[src/hdl/pcc_pkg.sv]
// Behaviour
// - Capability chain start byte always reads 0x50.
// - Class code at 0x09 reads 0x020000, byte accessed.
// - Command at 0x04 resets to zero; then only config cycles work.
// - Bit 0 allows I/O decode only in D0.
// - Bit 1 with ROM decode enable allows ROM decode in D0.
// - Bit 2 allows bus mastering only in D0.
// - Bit 3 read-only zero; special cycles ignored.
// - Bit 4 permits memory write and invalidate.
// - Bit 5 read-only zero; palette writes treated normally.
// - Bit 6 enables parity error reaction, else ignored.
// - Bit 7 read-only, hardwired to fixed stepping behaviour.
// - Bit 8 gates system error; clear keeps the low-active line high.
// - Bit 9 read-only zero; back-to-back only to same agent.
// - Bit 10 set blocks the interrupt output.
// - Bits 15 to 11 reserved, read zero, writes ignored.
// - Capability id byte at 0x50 (lane 0) is a read-only type code.
// - Interrupt asserts only when pending and not blocked.
package pcc_pkg;
  localparam logic [7:0]  CMD_OFS        = 8'h04;
  localparam logic [7:0]  CLASS_OFS      = 8'h09;
  localparam logic [7:0]  CLASS_OFS_MID  = 8'h0a;
  localparam logic [7:0]  CLASS_OFS_HI   = 8'h0b;
  localparam logic [7:0]  CAP_PTR_OFS    = 8'h34;
  localparam logic [7:0]  CAP_ID_OFS     = 8'h50;
  localparam logic [15:0] CMD_RESET      = 16'h0000;
  localparam logic [15:0] CMD_WR_MASK    = 16'h0557;
  localparam logic [23:0] CLASS_VALUE    = 24'h020000;
  localparam logic [7:0]  CHAIN_START    = 8'h50;
  localparam logic [7:0]  CAP_TYPE_VALUE = 8'h01;
  localparam logic        STEPPING_VALUE = 1'b0;
  localparam int          BIT_IO      = 0;
  localparam int          BIT_MEM     = 1;
  localparam int          BIT_MASTER  = 2;
  localparam int          BIT_SPECIAL = 3;
  localparam int          BIT_MWI     = 4;
  localparam int          BIT_PAL     = 5;
  localparam int          BIT_PARITY  = 6;
  localparam int          BIT_STEP    = 7;
  localparam int          BIT_SERR    = 8;
  localparam int          BIT_B2B     = 9;
  localparam int          BIT_IRQ_BLK = 10;

  typedef struct packed {
    logic       rd;
    logic       wr;
    logic [7:0] addr;
    logic [3:0] be;
    logic [31:0] wdata;
  } pcc_cfg_req_t;

  typedef struct packed {
    logic [15:0] pci_command;
    logic [31:0] rdata;
  } pcc_state_t;
endpackage : pcc_pkg

[src/hdl/pcc_config_header.sv]
`timescale 1ns/100ps
// Configuration header slice: command register plus read-only ids.
// Addresses are dword aligned byte addresses; be selects lanes.
module pcc_config_header (
  input  wire logic                 clock,
  input  wire logic                 nrst,
  input  wire pcc_pkg::pcc_cfg_req_t cfg_req,
  output logic [31:0]               cfg_rdata,
  input  wire logic                 in_d0,
  input  wire logic                 rom_decode_en,
  input  wire logic                 irq_pending,
  input  wire logic                 system_error_req,
  input  wire logic                 parity_error_seen,
  output logic                      io_decode_en,
  output logic                      mem_decode_en,
  output logic                      initiator_en,
  output logic                      write_invalidate_en,
  output logic                      special_cycle_monitor,
  output logic                      palette_snoop,
  output logic                      back_to_back_en,
  output logic                      addr_data_stepping,
  output logic                      parity_react,
  output logic                      system_error_out_n,
  output logic                      irq_out_n,
  output logic                      non_config_en
);
  pcc_pkg::pcc_state_t st;
  pcc_pkg::pcc_state_t next_st;
  logic [15:0]         cmd_view;

  // Apply a byte-lane write to the writable command bits
  function automatic logic [15:0] cmd_write(input logic [15:0] cur,
                                            input logic [15:0] wd,
                                            input logic [1:0]  be);
    logic [15:0] lane;
    lane = {{8{be[1]}}, {8{be[0]}}} & pcc_pkg::CMD_WR_MASK;
    cmd_write = (cur & ~lane) | (wd & lane);
  endfunction : cmd_write

  // Read-only bits are forced from constants, reserved bits stay zero
  always_comb begin
    cmd_view = st.pci_command & pcc_pkg::CMD_WR_MASK;
    cmd_view[pcc_pkg::BIT_SPECIAL] = 1'b0;
    cmd_view[pcc_pkg::BIT_PAL] = 1'b0;
    cmd_view[pcc_pkg::BIT_STEP] = pcc_pkg::STEPPING_VALUE;
    cmd_view[pcc_pkg::BIT_B2B] = 1'b0;
  end

  // Next state: command writes and registered read data
  always_comb begin
    next_st = st;
    next_st.rdata = 32'h00000000;
    if (cfg_req.wr && cfg_req.addr == pcc_pkg::CMD_OFS) begin
      next_st.pci_command = cmd_write(st.pci_command,
                                      cfg_req.wdata[15:0],
                                      cfg_req.be[1:0]);
    end
    if (cfg_req.rd) begin
      unique case (cfg_req.addr)
        pcc_pkg::CMD_OFS:
          next_st.rdata = {16'h0000, cmd_view};
        8'h08:
          // Class code occupies the upper three bytes of this dword
          next_st.rdata = {pcc_pkg::CLASS_VALUE, 8'h00};
        pcc_pkg::CAP_PTR_OFS:
          next_st.rdata = {24'h000000, pcc_pkg::CHAIN_START};
        pcc_pkg::CAP_ID_OFS:
          next_st.rdata = {24'h000000, pcc_pkg::CAP_TYPE_VALUE};
        default:
          next_st.rdata = 32'h00000000;
      endcase
      // Bytewise access: disabled lanes read zero
      next_st.rdata = next_st.rdata & {{8{cfg_req.be[3]}},
        {8{cfg_req.be[2]}}, {8{cfg_req.be[1]}}, {8{cfg_req.be[0]}}};
    end
  end

  // State register, cleared to the documented reset value
  always_ff @(posedge clock or negedge nrst) begin
    if (!nrst) begin
      st.pci_command <= pcc_pkg::CMD_RESET;
      st.rdata       <= 32'h00000000;
    end else begin
      st <= next_st;
    end
  end

  assign cfg_rdata = st.rdata;

  // Permissions: an all-zero command leaves only config cycles live
  assign non_config_en = |cmd_view;
  assign io_decode_en = cmd_view[pcc_pkg::BIT_IO] & in_d0;
  assign mem_decode_en = cmd_view[pcc_pkg::BIT_MEM] & rom_decode_en
                         & in_d0;
  assign initiator_en = cmd_view[pcc_pkg::BIT_MASTER] & in_d0;
  assign write_invalidate_en = cmd_view[pcc_pkg::BIT_MWI];
  assign special_cycle_monitor = cmd_view[pcc_pkg::BIT_SPECIAL];
  assign palette_snoop = cmd_view[pcc_pkg::BIT_PAL];
  assign back_to_back_en = cmd_view[pcc_pkg::BIT_B2B];
  assign addr_data_stepping = cmd_view[pcc_pkg::BIT_STEP];
  assign parity_react = cmd_view[pcc_pkg::BIT_PARITY]
                        & parity_error_seen;
  // Error line is low-active; disabled means a constant inactive level
  assign system_error_out_n = ~(cmd_view[pcc_pkg::BIT_SERR]
                                & system_error_req);
  // Blocking never touches irq_pending, which lives elsewhere
  assign irq_out_n = ~(irq_pending
                       & ~cmd_view[pcc_pkg::BIT_IRQ_BLK]);

  chk_reset_cmd_zero: assert property (@(posedge clock)
    $rose(nrst) |-> cfg_rdata == 32'h0 && !non_config_en)
    else $error("command not zero after reset");
  chk_io_needs_d0: assert property (@(posedge clock) disable iff (!nrst)
    io_decode_en |-> in_d0 && st.pci_command[0])
    else $error("io decode without permission");
  chk_rom_gate: assert property (@(posedge clock) disable iff (!nrst)
    mem_decode_en |-> rom_decode_en && in_d0 && st.pci_command[1])
    else $error("rom decode without permission");
  chk_master_gate: assert property (@(posedge clock) disable iff (!nrst)
    initiator_en |-> in_d0 && st.pci_command[2])
    else $error("mastering without permission");
  chk_cap_ptr: assert property (@(posedge clock) disable iff (!nrst)
    cfg_req.rd && cfg_req.addr == 8'h34 && cfg_req.be[0]
    |=> cfg_rdata[7:0] == 8'h50)
    else $error("capability pointer wrong");
  chk_class_read: assert property (@(posedge clock) disable iff (!nrst)
    cfg_req.rd && cfg_req.addr == 8'h08 && cfg_req.be == 4'hf
    |=> cfg_rdata == 32'h02000000)
    else $error("class code wrong");
  chk_reserved_zero: assert property (@(posedge clock) disable iff (!nrst)
    cfg_req.rd && cfg_req.addr == 8'h04 |=> cfg_rdata[15:11] == 5'h0
    && cfg_rdata[9] == 1'b0 && cfg_rdata[5] == 1'b0 && cfg_rdata[3] == 1'b0)
    else $error("read-only command bits moved");
  chk_serr_quiet: assert property (@(posedge clock) disable iff (!nrst)
    !st.pci_command[8] |-> system_error_out_n)
    else $error("system error while disabled");
  chk_irq_block: assert property (@(posedge clock) disable iff (!nrst)
    st.pci_command[10] |-> irq_out_n)
    else $error("interrupt while blocked");
  chk_irq_assert: assert property (@(posedge clock) disable iff (!nrst)
    irq_pending && !st.pci_command[10] |-> !irq_out_n)
    else $error("pending interrupt not driven");
  chk_mwi_write: assert property (@(posedge clock) disable iff (!nrst)
    cfg_req.wr && cfg_req.addr == 8'h04 && cfg_req.be[0]
    |=> write_invalidate_en == $past(cfg_req.wdata[4]))
    else $error("write invalidate enable not stored");

  // Hardwired command bits: software can never turn these features on

  // Special cycles are never monitored by this function
  chk_special_zero: assert property (@(posedge clock) disable iff (!nrst)
    !special_cycle_monitor)
    else $error("special cycle monitor set");

  // Palette writes are decoded like any other access
  chk_palette_zero: assert property (@(posedge clock) disable iff (!nrst)
    !palette_snoop)
    else $error("palette snoop set");

  // Stepping follows the fixed behaviour of the bus interface
  chk_step_fixed: assert property (@(posedge clock) disable iff (!nrst)
    addr_data_stepping == pcc_pkg::STEPPING_VALUE)
    else $error("stepping control moved");

  // Fast back-to-back stays off, so only same-agent bursts happen
  chk_b2b_zero: assert property (@(posedge clock) disable iff (!nrst)
    !back_to_back_en)
    else $error("back to back enable set");

  // Reserved bits must never be stored, not only masked on read
  chk_reserved_store: assert property (@(posedge clock) disable iff (!nrst)
    (st.pci_command & ~pcc_pkg::CMD_WR_MASK) == 16'h0000)
    else $error("reserved command bits stored");

  // Gating of the permission outputs, both directions

  // Parity reaction only when enabled and an error is seen
  chk_parity_gate: assert property (@(posedge clock) disable iff (!nrst)
    parity_react |-> st.pci_command[6] && parity_error_seen)
    else $error("parity reaction while ignored");

  // An enabled parity error must reach the reaction output
  chk_parity_pass: assert property (@(posedge clock) disable iff (!nrst)
    st.pci_command[6] && parity_error_seen |-> parity_react)
    else $error("parity error not reacted to");

  // An enabled system error request must drive the line
  chk_serr_pass: assert property (@(posedge clock) disable iff (!nrst)
    st.pci_command[8] && system_error_req |-> !system_error_out_n)
    else $error("system error not driven");

  // No pending status means the interrupt line stays released
  chk_irq_idle: assert property (@(posedge clock) disable iff (!nrst)
    !irq_pending |-> irq_out_n)
    else $error("interrupt without pending status");

  // Write invalidate permission mirrors its command bit exactly
  chk_mwi_gate: assert property (@(posedge clock) disable iff (!nrst)
    write_invalidate_en == st.pci_command[4])
    else $error("write invalidate gate wrong");

  // An all-zero command disconnects everything but config cycles
  chk_nonconfig_off: assert property (@(posedge clock) disable iff (!nrst)
    st.pci_command == 16'h0000 |-> !non_config_en && !io_decode_en
    && !mem_decode_en && !initiator_en)
    else $error("live decode with zero command");

  // A granted I/O permission must actually be given
  chk_io_grant: assert property (@(posedge clock) disable iff (!nrst)
    st.pci_command[0] && in_d0 |-> io_decode_en)
    else $error("io decode withheld");

  // ROM decode opens once all three conditions meet
  chk_rom_grant: assert property (@(posedge clock) disable iff (!nrst)
    st.pci_command[1] && rom_decode_en && in_d0 |-> mem_decode_en)
    else $error("rom decode withheld");

  // Mastering opens with the bit set in D0
  chk_master_grant: assert property (@(posedge clock) disable iff (!nrst)
    st.pci_command[2] && in_d0 |-> initiator_en)
    else $error("mastering withheld");

  // D0 loss must shut every D0-qualified permission at once
  chk_d0_shut: assert property (@(posedge clock) disable iff (!nrst)
    !in_d0 |-> !io_decode_en && !mem_decode_en && !initiator_en)
    else $error("permission outside D0");

  // Read path: registered data, lanes and read-only identifiers

  // Capability type byte reads its fixed code
  chk_cap_id_read: assert property (@(posedge clock) disable iff (!nrst)
    cfg_req.rd && cfg_req.addr == pcc_pkg::CAP_ID_OFS && cfg_req.be[0]
    |=> cfg_rdata[7:0] == pcc_pkg::CAP_TYPE_VALUE)
    else $error("capability type wrong");

  // Read data stands one cycle only, so stale data cannot leak
  chk_rdata_idle: assert property (@(posedge clock) disable iff (!nrst)
    !cfg_req.rd |=> cfg_rdata == 32'h00000000)
    else $error("read data without a read");

  // Disabled byte lanes read zero
  chk_lane_mask: assert property (@(posedge clock) disable iff (!nrst)
    cfg_req.rd && !cfg_req.be[0] |=> cfg_rdata[7:0] == 8'h00)
    else $error("disabled lane returned data");

  // Class code low byte, offset 9, reads zero
  chk_class_low: assert property (@(posedge clock) disable iff (!nrst)
    cfg_req.rd && cfg_req.addr == 8'h08 && cfg_req.be[1]
    |=> cfg_rdata[15:8] == 8'h00)
    else $error("class code low byte wrong");

  // Write path: address and lane qualification

  // Writes elsewhere never touch the command register
  chk_wr_other: assert property (@(posedge clock) disable iff (!nrst)
    cfg_req.wr && cfg_req.addr != pcc_pkg::CMD_OFS
    |=> st.pci_command == $past(st.pci_command))
    else $error("foreign write changed command");

  // A closed low lane keeps the low command byte
  chk_lane_guard: assert property (@(posedge clock) disable iff (!nrst)
    cfg_req.wr && cfg_req.addr == pcc_pkg::CMD_OFS && !cfg_req.be[0]
    |=> st.pci_command[7:0] == $past(st.pci_command[7:0]))
    else $error("closed lane written");

  // Interrupt block bit takes the written value
  chk_blk_write: assert property (@(posedge clock) disable iff (!nrst)
    cfg_req.wr && cfg_req.addr == pcc_pkg::CMD_OFS && cfg_req.be[1]
    |=> st.pci_command[10] == $past(cfg_req.wdata[10]))
    else $error("interrupt block not stored");

  // System error enable takes the written value
  chk_serr_write: assert property (@(posedge clock) disable iff (!nrst)
    cfg_req.wr && cfg_req.addr == pcc_pkg::CMD_OFS && cfg_req.be[1]
    |=> st.pci_command[8] == $past(cfg_req.wdata[8]))
    else $error("system error enable not stored");

  // I/O enable takes the written value
  chk_io_write: assert property (@(posedge clock) disable iff (!nrst)
    cfg_req.wr && cfg_req.addr == pcc_pkg::CMD_OFS && cfg_req.be[0]
    |=> st.pci_command[0] == $past(cfg_req.wdata[0]))
    else $error("io enable not stored");

  // Parity enable takes the written value
  chk_par_write: assert property (@(posedge clock) disable iff (!nrst)
    cfg_req.wr && cfg_req.addr == pcc_pkg::CMD_OFS && cfg_req.be[0]
    |=> st.pci_command[6] == $past(cfg_req.wdata[6]))
    else $error("parity enable not stored");
endmodule : pcc_config_header

[config.mk]
export PLATFORM = sky130hd
export DESIGN_NAME = pcc_config_header
export DESIGN_NICKNAME = d
export VERILOG_FILES = /design/src/hdl/pcc_pkg.sv /design/src/hdl/pcc_config_header.sv
export SDC_FILE = /design/constraint.sdc
export NUM_CORES = 1
export LEC_CHECK = 0
export ABC_AREA = 1
export BUFFER_PORTS_ARGS = -buffer_cell sky130_fd_sc_hd__buf_2
export CAP_MARGIN = 20
export CELL_PAD_IN_SITES_DETAIL_PLACEMENT = 0
export CELL_PAD_IN_SITES_GLOBAL_PLACEMENT = 1
export CORE_MARGIN = 4
export CORE_UTILIZATION = 24
export DETAILED_ROUTE_END_ITERATION = 16
export MAX_ROUTING_LAYER = met4
export PLACE_DENSITY = 0.89
export SYNTH_ARGS = -nofsm -noshare
export SYNTH_HDL_FRONTEND = slang
export SYNTH_SLANG_ARGS = --single-unit
[constraint.sdc]
create_clock -name clock -period 1.5 [get_ports clock]
set_input_delay 0.15 -clock clock [delete_from_list [all_inputs] [get_ports clock]]
set_output_delay 0.15 -clock clock [all_outputs]
set_load 0.02 [all_outputs]
Word level (Yosys, flattened, before mapping)
Index checks and enable logic that the tools add are counted.
- register bits after elaboration: 48
- input bits: 53
- output and inout bits: 44
- word-level logic and storage cells: 26
- equal/unequal tests: 4
- multiplexer cells: 3
- bitwise operators: 15
- reductions and logical operators: 2
- operator list (operator ; count):
    26-bit case mux with 4 select lines ; 1
    32-bit 2-to-1 mux ; 2
    32-bit bitwise AND ; 1
    16-bit by 11-bit bitwise AND with 16-bit output ; 1
    16-bit bitwise AND ; 1
    11-bit inverter with 16-bit output ; 1
    16-bit OR ; 1
    8-bit by 3-bit == test with 1-bit output (second input constant) ; 1
    8-bit by 4-bit == test with 1-bit output (second input constant) ; 1
    8-bit by 6-bit == test with 1-bit output (second input constant) ; 1
    8-bit by 7-bit == test with 1-bit output (second input constant) ; 1
    1-bit bitwise AND ; 7
    7-bit OR reduction ; 1
    1-bit inverter ; 3
    1-bit logical AND ; 1

Logic depth before layout (Yosys ltp)
Gate-level depths: netlist of run 1.
- depth in word-level cells: 5
- depth in mapped cells: 7
- gate-level depth less buffers: 7

Worst setup path after synthesis of run 1
No wires, ideal clock.
- path type: reg2out
- start: register with a tool-made name
- end: output port non_config_en
- data arrival time: 810 ps
- required time: 1350 ps
- slack: 540 ps
- cell stages (with the launch flop): 3
- buffers on the path: 0
- path through: dfrtp_1 -> nor4_1 -> nand2_1
- RTL lines (item ; RTL line ; text):
    end, declared ; pcc_config_header.sv:25 ; output logic non_config_en

==> results of run 1 <==
through the flow:
stage / utilization [%] / instances / setup slack, ns
2_1_floorplan: - / 156 / 0.5399
3_3_place_gp: 28.87 / 219 / 0.3314
3_5_place_dp: 28.87 / 219 / 0.3415
4_1_cts: 30.25 / 224 / 0.06703
5_1_grt: 30.25 / 224 / 0.04753
6_report: 30.25 / 224 / 0.1127
logic make-up after synthesis:
group           count (synthesis)
buf+inv                        42
simple gates                   70
compound gates                  1
flops                          15
other cells                     1
path summary, 6_finish.rpt:
path	start	endpoint	slack, ns	cells after the start
hold / removal	cfg_req[35]	cfg_rdata[25]	0.13	3
hold reg to reg	flip-flop	flip-flop	0.52	2
setup reg to reg	flip-flop	cfg_rdata[10]	0.79	2
max in group asynchronous	nrst	async pin	0.93	2
min in group asynchronous	nrst	async pin	0.33	2
setup / recovery	flip-flop	non_config_en	0.11	3
tightest hold or removal path, stage by stage:
cell and delay (ns):
buf_2 0.10, nand2_1 0.05, nor3_1 0.04
final cells by class:
type / count / area (um2)
fill: 446 / 2790
multi-input combinational: 99 / 457.9
sequential: 15 / 375.4
timing repair buffer: 43 / 220.2
tap: 50 / 62.56
inverter: 13 / 48.80
clock buffer: 4 / 45.04
synth_stat cells (all sizes together):
master	instances	area share, %
dfrtp	15	38
nor2	16	8.4
nor4	1	0.63
a21oi	1	0.88
and3	1	0.63
inv	13	4.9
nor3b	1	0.75
nand3	4	3.8
nand4	7	4.4
nand2	37	14
nor3	3	1.5
conb	1	0.38
buf	28	21
clkbuf	1	0.38
routing by layer:
layer	vias up	share of wire [%]	track usage, %
met5	-	0	-
met4	0	3.2	6.148
met3	5	16	3.324
met2	45	44	12.44
met1	346	37	8.447
li1	435	-	-
power by group:
part | total (uW) | leakage [uW] | internal, uW | switching, uW
Clock | 319 | 0.0000228 | 188 | 130
Sequential | 416 | 0.000209 | 410 | 5.84
Combinational | 175 | 0.000525 | 45.7 | 129
Total | 909 | 0.000756 | 644 | 265
==> impl_results.md, run 1 <==
* Status: finished, final reports clean
* Antenna diodes at 0
* Fin area at 0.001210 mm2
* CP max-delay cell: dfrtp_1
* I/O pins at 97
* Largest net degree at the start of global routing at 16
* Buf/Inv on CP at 1
* Sink Count at 15
* Clock Skew at 0.002835 ns
* Pre-Repair DR Iteration Count at 3
* CP required at 1.35 ns
* Sequential share of the synthesized area at 37.74%
* DR vias/cell at 3.710
* H-tree Lvls at 1
* GRT Overall Usage at 8.187%
* Core area at 0.004000 mm2
* Hold-fix buffers, CTS at 1
* First-pass GRT wire length at 3153 um
* Setup TNS at 0 ns
* Die Ht at 72.38 um
* Most common cell after layout, fill and taps aside: buf_2
* Leak Pwr at 0.0007563 uW
* Maxcap violations at 0
* Complex-gate fraction of the synthesized area at 0.8805%
* Full die area at 0.005239 mm2
* CP Capture Type: output port
* Adder-cell share of the synthesized area at 0%
* Worst path max stage delay at 0.42 ns
* Synthesized instance count at 129
* Largest family of logic cells by synthesized area: simple AND/OR/NAND/NOR gates
* Starting Density at 24.87%
* XOR/XNOR Fraction of Synth Area at 0%
* Tcrit/Tclk final at 92.48%
* Crit path kind: flip-flop to output port
* DR DRC count at 0
* Routed WL at 2086 um
* Total CTS buffers at 3
* Gr ovfl total at 0
* Die Wd at 72.38 um
* Post-CTS sizing at 0
* CTS Buffer Depth at 2
* Number of global-route vias before repair at 736
* Final #Nets at 228
* PwrDens at 751.3 mW/mm2
* Initial antenna violation count at 0
* CTS tree: done
* Hold slack at 0.1299 ns
* #FFs+latches synth at 15
* RSZ-0062 raised after global routing: false
* Top delay family on crit path: flip-flops
* Post-CTS setup buffer count at 0
* FMAX at 720.8 MHz
* Layout cells sized above 1 at 32.18%
* Hold Fails Final Rpt at 0
* Post-synthesis simple-gate area fraction at 34.59%
* Total power at 909.0 uW
* CTS root buf: clkbuf_8
* Synth unique cells at 20
* Vias post-DR at 831
* CP arrival at 1.24 ns
* Startpoint types: flip-flop
* Detail Placement HPWL at 1805 um
* Final ANT Viol Nets at 0
* Rows at 23
* Mapped Area at 994.7 um2
* Worst skew pair latency at 0.25 ns
* Count of pins over their slew limit at 0
* Wire per inst at 9.313 um
* Worst-case vdd ir drop at 0.2289 mV
* Number of synthesis warnings at 0
* CP Cell Sequence: nor4_1 -> nand2_1 -> buf_2
* Clk slew on worst S/H paths at 0.06 ns
* Tmin final at 1.387 ns
* Placed standard-cell area at 0.001155 mm2
* Most frequent cells in the layout: buf_2, nand2_1, conb_1
* Setup violators final at 0
* # port buffers at 42
* Mux cell area share after synthesis at 0%
* Iter 0 DRT Violations at 32
* GPL Wtd Cong at 0.7666
* Mean Syn Cell Area at 7.711 um2
* Crit path max fanout at 4
* HP Class: primary input to flip-flop
* Area Growth Syn to Fin at 21.64%
No activity file was read; power rests on OpenSTA's default activity.
==> inputs of run 2 (changes only) <==
--- a/config.mk
+++ b/config.mk
@@ -5,7 +5,6 @@
 export SDC_FILE = /design/constraint.sdc
 export NUM_CORES = 1
 export LEC_CHECK = 0
-export ABC_AREA = 1
 export BUFFER_PORTS_ARGS = -buffer_cell sky130_fd_sc_hd__buf_2
 export CAP_MARGIN = 20
 export CELL_PAD_IN_SITES_DETAIL_PLACEMENT = 0
@@ -14,7 +13,7 @@
 export CORE_UTILIZATION = 24
 export DETAILED_ROUTE_END_ITERATION = 16
 export MAX_ROUTING_LAYER = met4
-export PLACE_DENSITY = 0.89
+export PLACE_DENSITY = 0.9
 export SYNTH_ARGS = -nofsm -noshare
 export SYNTH_HDL_FRONTEND = slang
 export SYNTH_SLANG_ARGS = --single-unit
==> impl_results.md, run 2 <==
* Hold-fix buffers, CTS at 1
* Synth unique cells at 20
* Total CTS buffers at 3
* Sequential share of the synthesized area at 41.67%
* CTS tree: done
* Setup violators final at 0
* GPL Wtd Cong at 0.7721
* Dpl ws at -0.1779 ns
* Area Growth Syn to Fin at 32.22%
* Sink Count at 15
* Die Ht at 69.27 um
* Logic pwr share at 19.4%
* Final ANT Viol Nets at 0
* Number of flops mapped to enable cells by yosys at 0
* Full die area at 0.004798 mm2
* CP required at 1.63 ns
* Count of pins over their slew limit at 0
* Layout cells sized above 1 at 45.83%
* # fillers at 383
* Hold Fails Final Rpt at 0
* P_sw at 264.5 uW
* RSZ-0062 raised after global routing: false
* Pre-Repair DR Iteration Count at 4
* Clock Skew at 0.0001882 ns
* Top_reg_cell synth: dfrtp_1
* Vias post-DR at 734
* Seq pwr share at 45.3%
* Wire per inst at 10.83 um
* Final #Nets at 198
* Synth top area share at 41.67%
* Core area at 0.003468 mm2
* Synthesized instance count at 88
* First-pass GRT wire length at 3132 um
* Detail Placement HPWL at 1762 um
* Non-filler cells in the finished layout at 190
* Tmin final at 1.426 ns
* Largest net degree at the start of global routing at 16
* # port buffers at 42
* Starting Density at 25.97%
* Gr ovfl total at 0
* Maxcap violations at 0
* Mapped Area at 900.9 um2
* Top-count cell post-synth: buf_4
* #FFs+latches synth at 15
* Number of synthesis warnings at 0
* Worst-case vdd ir drop at 0.2220 mV
* Most common cell after layout, fill and taps aside: buf_2
* Clk slew on worst S/H paths at 0.06 ns
* PnR worst setup slack at 0.07400 ns
* Dpl cells at 185
* Tcrit/Tclk final at 95.07%
* Clock Power Share at 35.3%
* Worst skew pair latency at 0.25 ns
* Antenna diodes at 0
* Die Wd at 69.27 um
* GRT Overall Usage at 8.581%
* Leak Pwr at 0.0006809 uW
* CTS root buf: clkbuf_8
* Mean Syn Cell Area at 10.24 um2
* HP Class: primary input to flip-flop
* Post-CTS setup buffer count at 0
* Synth async-reset ratio at 100.0%
* DR DRC count at 0
* Post-CTS sizing at 0
* Number of global-route vias before repair at 689
* Status: finished, final reports clean
* Rows at 21
* Sw frac at 28.82%
* Iter 0 DRT Violations at 18
* H-tree Lvls at 1
* Startpoint types: primary input
* Initial antenna violation count at 0
* Final core utilization at 34.34%
* Main area contributors after synthesis: dfrtp_1, buf_4, mux2_2
* Power Internal at 653.2 uW
* Biggest area consumer among synthesized cells: dfrtp_1
* CP arrival at 1.56 ns
* CTS Buffer Depth at 2
* CP Capture Type: flip-flop
* PwrDens at 770.4 mW/mm2
* Routed WL at 2058 um
* Crit path max fanout at 5
* FMAX at 701.3 MHz
* DR vias/cell at 3.863
* Most frequent cells in the layout: buf_2, conb_1, dfrtp_1
* Synth top cells by count: buf_4, dfrtp_1, nand2_1
* I/O pins at 97
* Crit path kind: primary input to flip-flop
[run 2: final cells by class]
| class | count | area [um2] | area share, % |
|---|---|---|---|
| flip-flops and latches | 15 | 375.4 | 31.51 |
| multi-input cells | 72 | 416.7 | 34.98 |
| clock buffers | 3 | 41.29 | 3.466 |
| repair buffers | 53 | 295.3 | 24.79 |
| well taps | 46 | 57.56 | 4.832 |
| clock inverters | 1 | 5.005 | 0.4202 |
[run 2: path summary, 6_finish.rpt]
| check | startpoint | end | slack [ns] | cells after the start |
|---|---|---|---|---|
| setup / recovery | cfg_req[41] | flip-flop | 0.07 | 4 |
| hold / removal | cfg_req[1] | flip-flop | 0.13 | 2 |
| setup reg to reg | flip-flop | flip-flop | 0.68 | 1 |
| hold reg to reg | flip-flop | flip-flop | 0.56 | 1 |
| max in group asynchronous | nrst | async pin | 0.92 | 2 |
| min in group asynchronous | nrst | async pin | 0.34 | 2 |
[run 2: power by group through the flow]
stage | Combinational [uW] | Sequential (uW) | Clock [uW]
floorplan | 150 | 422 | 0
global placement | 174 | 423 | 0
detailed placement | 175 | 423 | 0
CTS | 178 | 415 | 341
global route | 193 | 416 | 362
finish | 178 | 416 | 324
[run 2: critical path, cell delays in order]
cell	delay, ns
buf_2	0.10
or4_1	0.61
nor3_4	0.32
mux2_2	0.38
[run 2: metal layers]
metal	global-route usage [%]	up-vias	wire, um
met3	1.884	7	195
met5	-	-	0
met1	9.797	320	875
met4	6.508	0	67
li1	-	363	-
met2	13.03	44	919
[run 2: logic make-up (layout without fill, tap and decap cells)]
kind of cell | after synthesis | after routing | share of synthesized area, %
other | 1 | 28 | 0.4163
flip-flops | 15 | 15 | 41.67
AND/OR/NAND/NOR | 34 | 34 | 24.17
AO/OA/AOI/OAI | 3 | 3 | 1.666
buffers and inverters | 28 | 57 | 23.33
multiplexers | 7 | 7 | 8.750
[run 2: stage by stage]
step                      total power, uW  hold WS (ns)  setup TNS [ns]  area [um2]
after global routing                970.9        0.1188               0        1191
after global placement              596.2       0.06472         -0.7569        1135
after CTS                           934.1        0.1209               0        1191
after floorplan                     572.1       -0.1456               0        1002
after detailed placement            598.4       0.06483         -0.9386        1135
final                               917.6        0.1288               0        1191
==> inputs of run 3 (changes only) <==
--- a/config.mk
+++ b/config.mk
@@ -14,6 +14,7 @@
 export DETAILED_ROUTE_END_ITERATION = 16
 export MAX_ROUTING_LAYER = met4
 export PLACE_DENSITY = 0.9
+export SETUP_SLACK_MARGIN = 0.15
 export SYNTH_ARGS = -nofsm -noshare
 export SYNTH_HDL_FRONTEND = slang
 export SYNTH_SLANG_ARGS = --single-unit
==> constraint.sdc (replaced) <==
create_clock -name clock -period 1.5 [get_ports clock]
set_input_delay 0.15 -clock clock [delete_from_list [all_inputs] [get_ports clock]]
set_output_delay 0.15 -clock clock [all_outputs]
set_load 0.01 [all_outputs]
==> impl_results.md, run 3 (synthesis gave the netlist of run 2 again) <==
* Status: finished, final reports clean
* GPL Wtd Cong at 0.8005
* H-tree Lvls at 1
* Final #Nets at 203
* CP max-delay cell: or4_4
* HP Class: primary input to flip-flop
* Fin area at 0.001284 mm2
* Clk slew on worst S/H paths at 0.05 ns
* Full die area at 0.004798 mm2
* Area Growth Syn to Fin at 42.50%
* PnR worst setup slack at 0.1340 ns
* Leak Pwr at 0.0007190 uW
* Detail Placement HPWL at 1865 um
* Clock Skew at 0.0005303 ns
* Total CTS buffers at 3
* Setup violators final at 0
* CP arrival at 1.49 ns
* Footprint of the multi-input gates at 446.7 um2
* Iter 0 DRT Violations at 16
* Tcrit/Tclk final at 91.06%
* Initial antenna violation count at 0
* CTS tree: done
* Starting Density at 25.97%
* Rows at 21
* Most frequent cells in the layout: buf_2, conb_1, dfrtp_1
* Tmin final at 1.366 ns
* Count of pins over their slew limit at 0
* Antenna diodes at 0
* Crit path max fanout at 3
* Pre-Repair DR Iteration Count at 2
* Number of global-route vias before repair at 759
* CP Cell Sequence: buf_6 -> or4_4 -> nor3_4 -> buf_6 -> mux2_4
* Die Ht at 69.27 um
* CTS Buffer Depth at 2
* Layout cells sized above 1 at 48.99%
* Most common cell after layout, fill and taps aside: buf_2
* Reg area at 375.4 um2
* First-pass GRT wire length at 3422 um
* DR vias/cell at 3.974
* I/O pins at 97
* Setup TNS at 0 ns
* Core area at 0.003468 mm2
* Worst skew pair latency at 0.24 ns
* DR DRC count at 0
* CP required at 1.62 ns
* RSZ-0062 raised after global routing: true
* # fillers at 376
* Die Wd at 69.27 um
* Sink Count at 15
* Wire per inst at 11.35 um
* Maxcap violations at 0
* Dpl ws at -0.1701 ns
* Final ANT Viol Nets at 0
* Largest net degree at the start of global routing at 16
* Gr ovfl total at 0
* Crit path kind: primary input to flip-flop
* Worst path max stage delay at 0.55 ns
* Routed WL at 2213 um
* GRT Overall Usage at 9.418%
* Startpoint types: primary input
* FMAX at 732.1 MHz
* Most common cell on crit path: buf_6
* Vias post-DR at 775
* CTS root buf: clkbuf_8
* CP Capture Type: flip-flop
* Hold Fails Final Rpt at 0
* Placed standard-cell area at 0.001146 mm2
* Worst-case vdd ir drop at 0.2701 mV
* PwrDens at 685.8 mW/mm2
* # port buffers at 42
==> run 3: changes by cell type in the layout (fill, tap and decap cells not counted) <==
cell      change
a21oi_1       -2
mux2_4        +5
a21oi_2       +2
mux2_2        -5
buf_2         -3
buf_4         +3
buf_6         +5
or4_4         +1
or4_1         -1
clkbuf_1      +1
clkinv_2      -1
==> run 3: layout make-up <==
cell class                 instances  area share (%)
multi-input combinational         72           34.80
sequential                        15           29.24
clock buffer                       4           3.509
tap                               46           4.483
timing repair buffer              58           27.97
==> run 3: critical path: cells and delay by family <==
kind	cells	cell delay [ns]
buf+inv	2	0.24
mux	1	0.30
simple gates	2	0.80
==> run 3: metrics by stage <==
stage / util [%] / instances / power (uW) / hold WS, ns
2_1_floorplan: - / 115 / 534.4 / -0.1456
3_3_place_gp: 33.04 / 185 / 560.6 / 0.06089
3_5_place_dp: 33.04 / 185 / 563.7 / 0.06248
4_1_cts: 35.17 / 192 / 879.4 / 0.1377
5_1_grt: 37.01 / 195 / 938.7 / 0.1280
6_report: 37.01 / 195 / 880.3 / 0.1411
==> run 3: what timing repair did <==
item,CTS,global route
resized for setup,1,9
pin swaps,1,4
hold endpoints to repair,15,0
cloned,0,0
hold buffers,1,0
buffers inserted,2,3
endpoints found under the setup margin,5,6
==> run 3: final timing paths <==
check,slack (ns),depth (start not counted),startpoint,to
setup / recovery,0.13,5,cfg_req[42],flip-flop
hold / removal,0.14,3,cfg_req[35],cfg_rdata[25]
setup reg to reg,0.59,2,flip-flop,flip-flop
hold reg to reg,0.56,1,flip-flop,flip-flop
max in group asynchronous,0.94,2,nrst,cfg_rdata[25]
min in group asynchronous,0.33,2,nrst,cfg_rdata[2]
==> run 3: power breakdown <==
part           leakage [uW]  internal, uW  switching (uW)
Sequential         0.000209           410            5.51
Combinational      0.000487          70.1            86.2
Clock             0.0000228           188             121
==> run 3: per-layer routing <==
layer	up-vias	wire length [um]	track usage (%)
met5	-	0	-
li1	374	-	-
met3	4	240	4.638
met4	0	21	2.603
met1	356	814	9.003
met2	41	1136	16.74
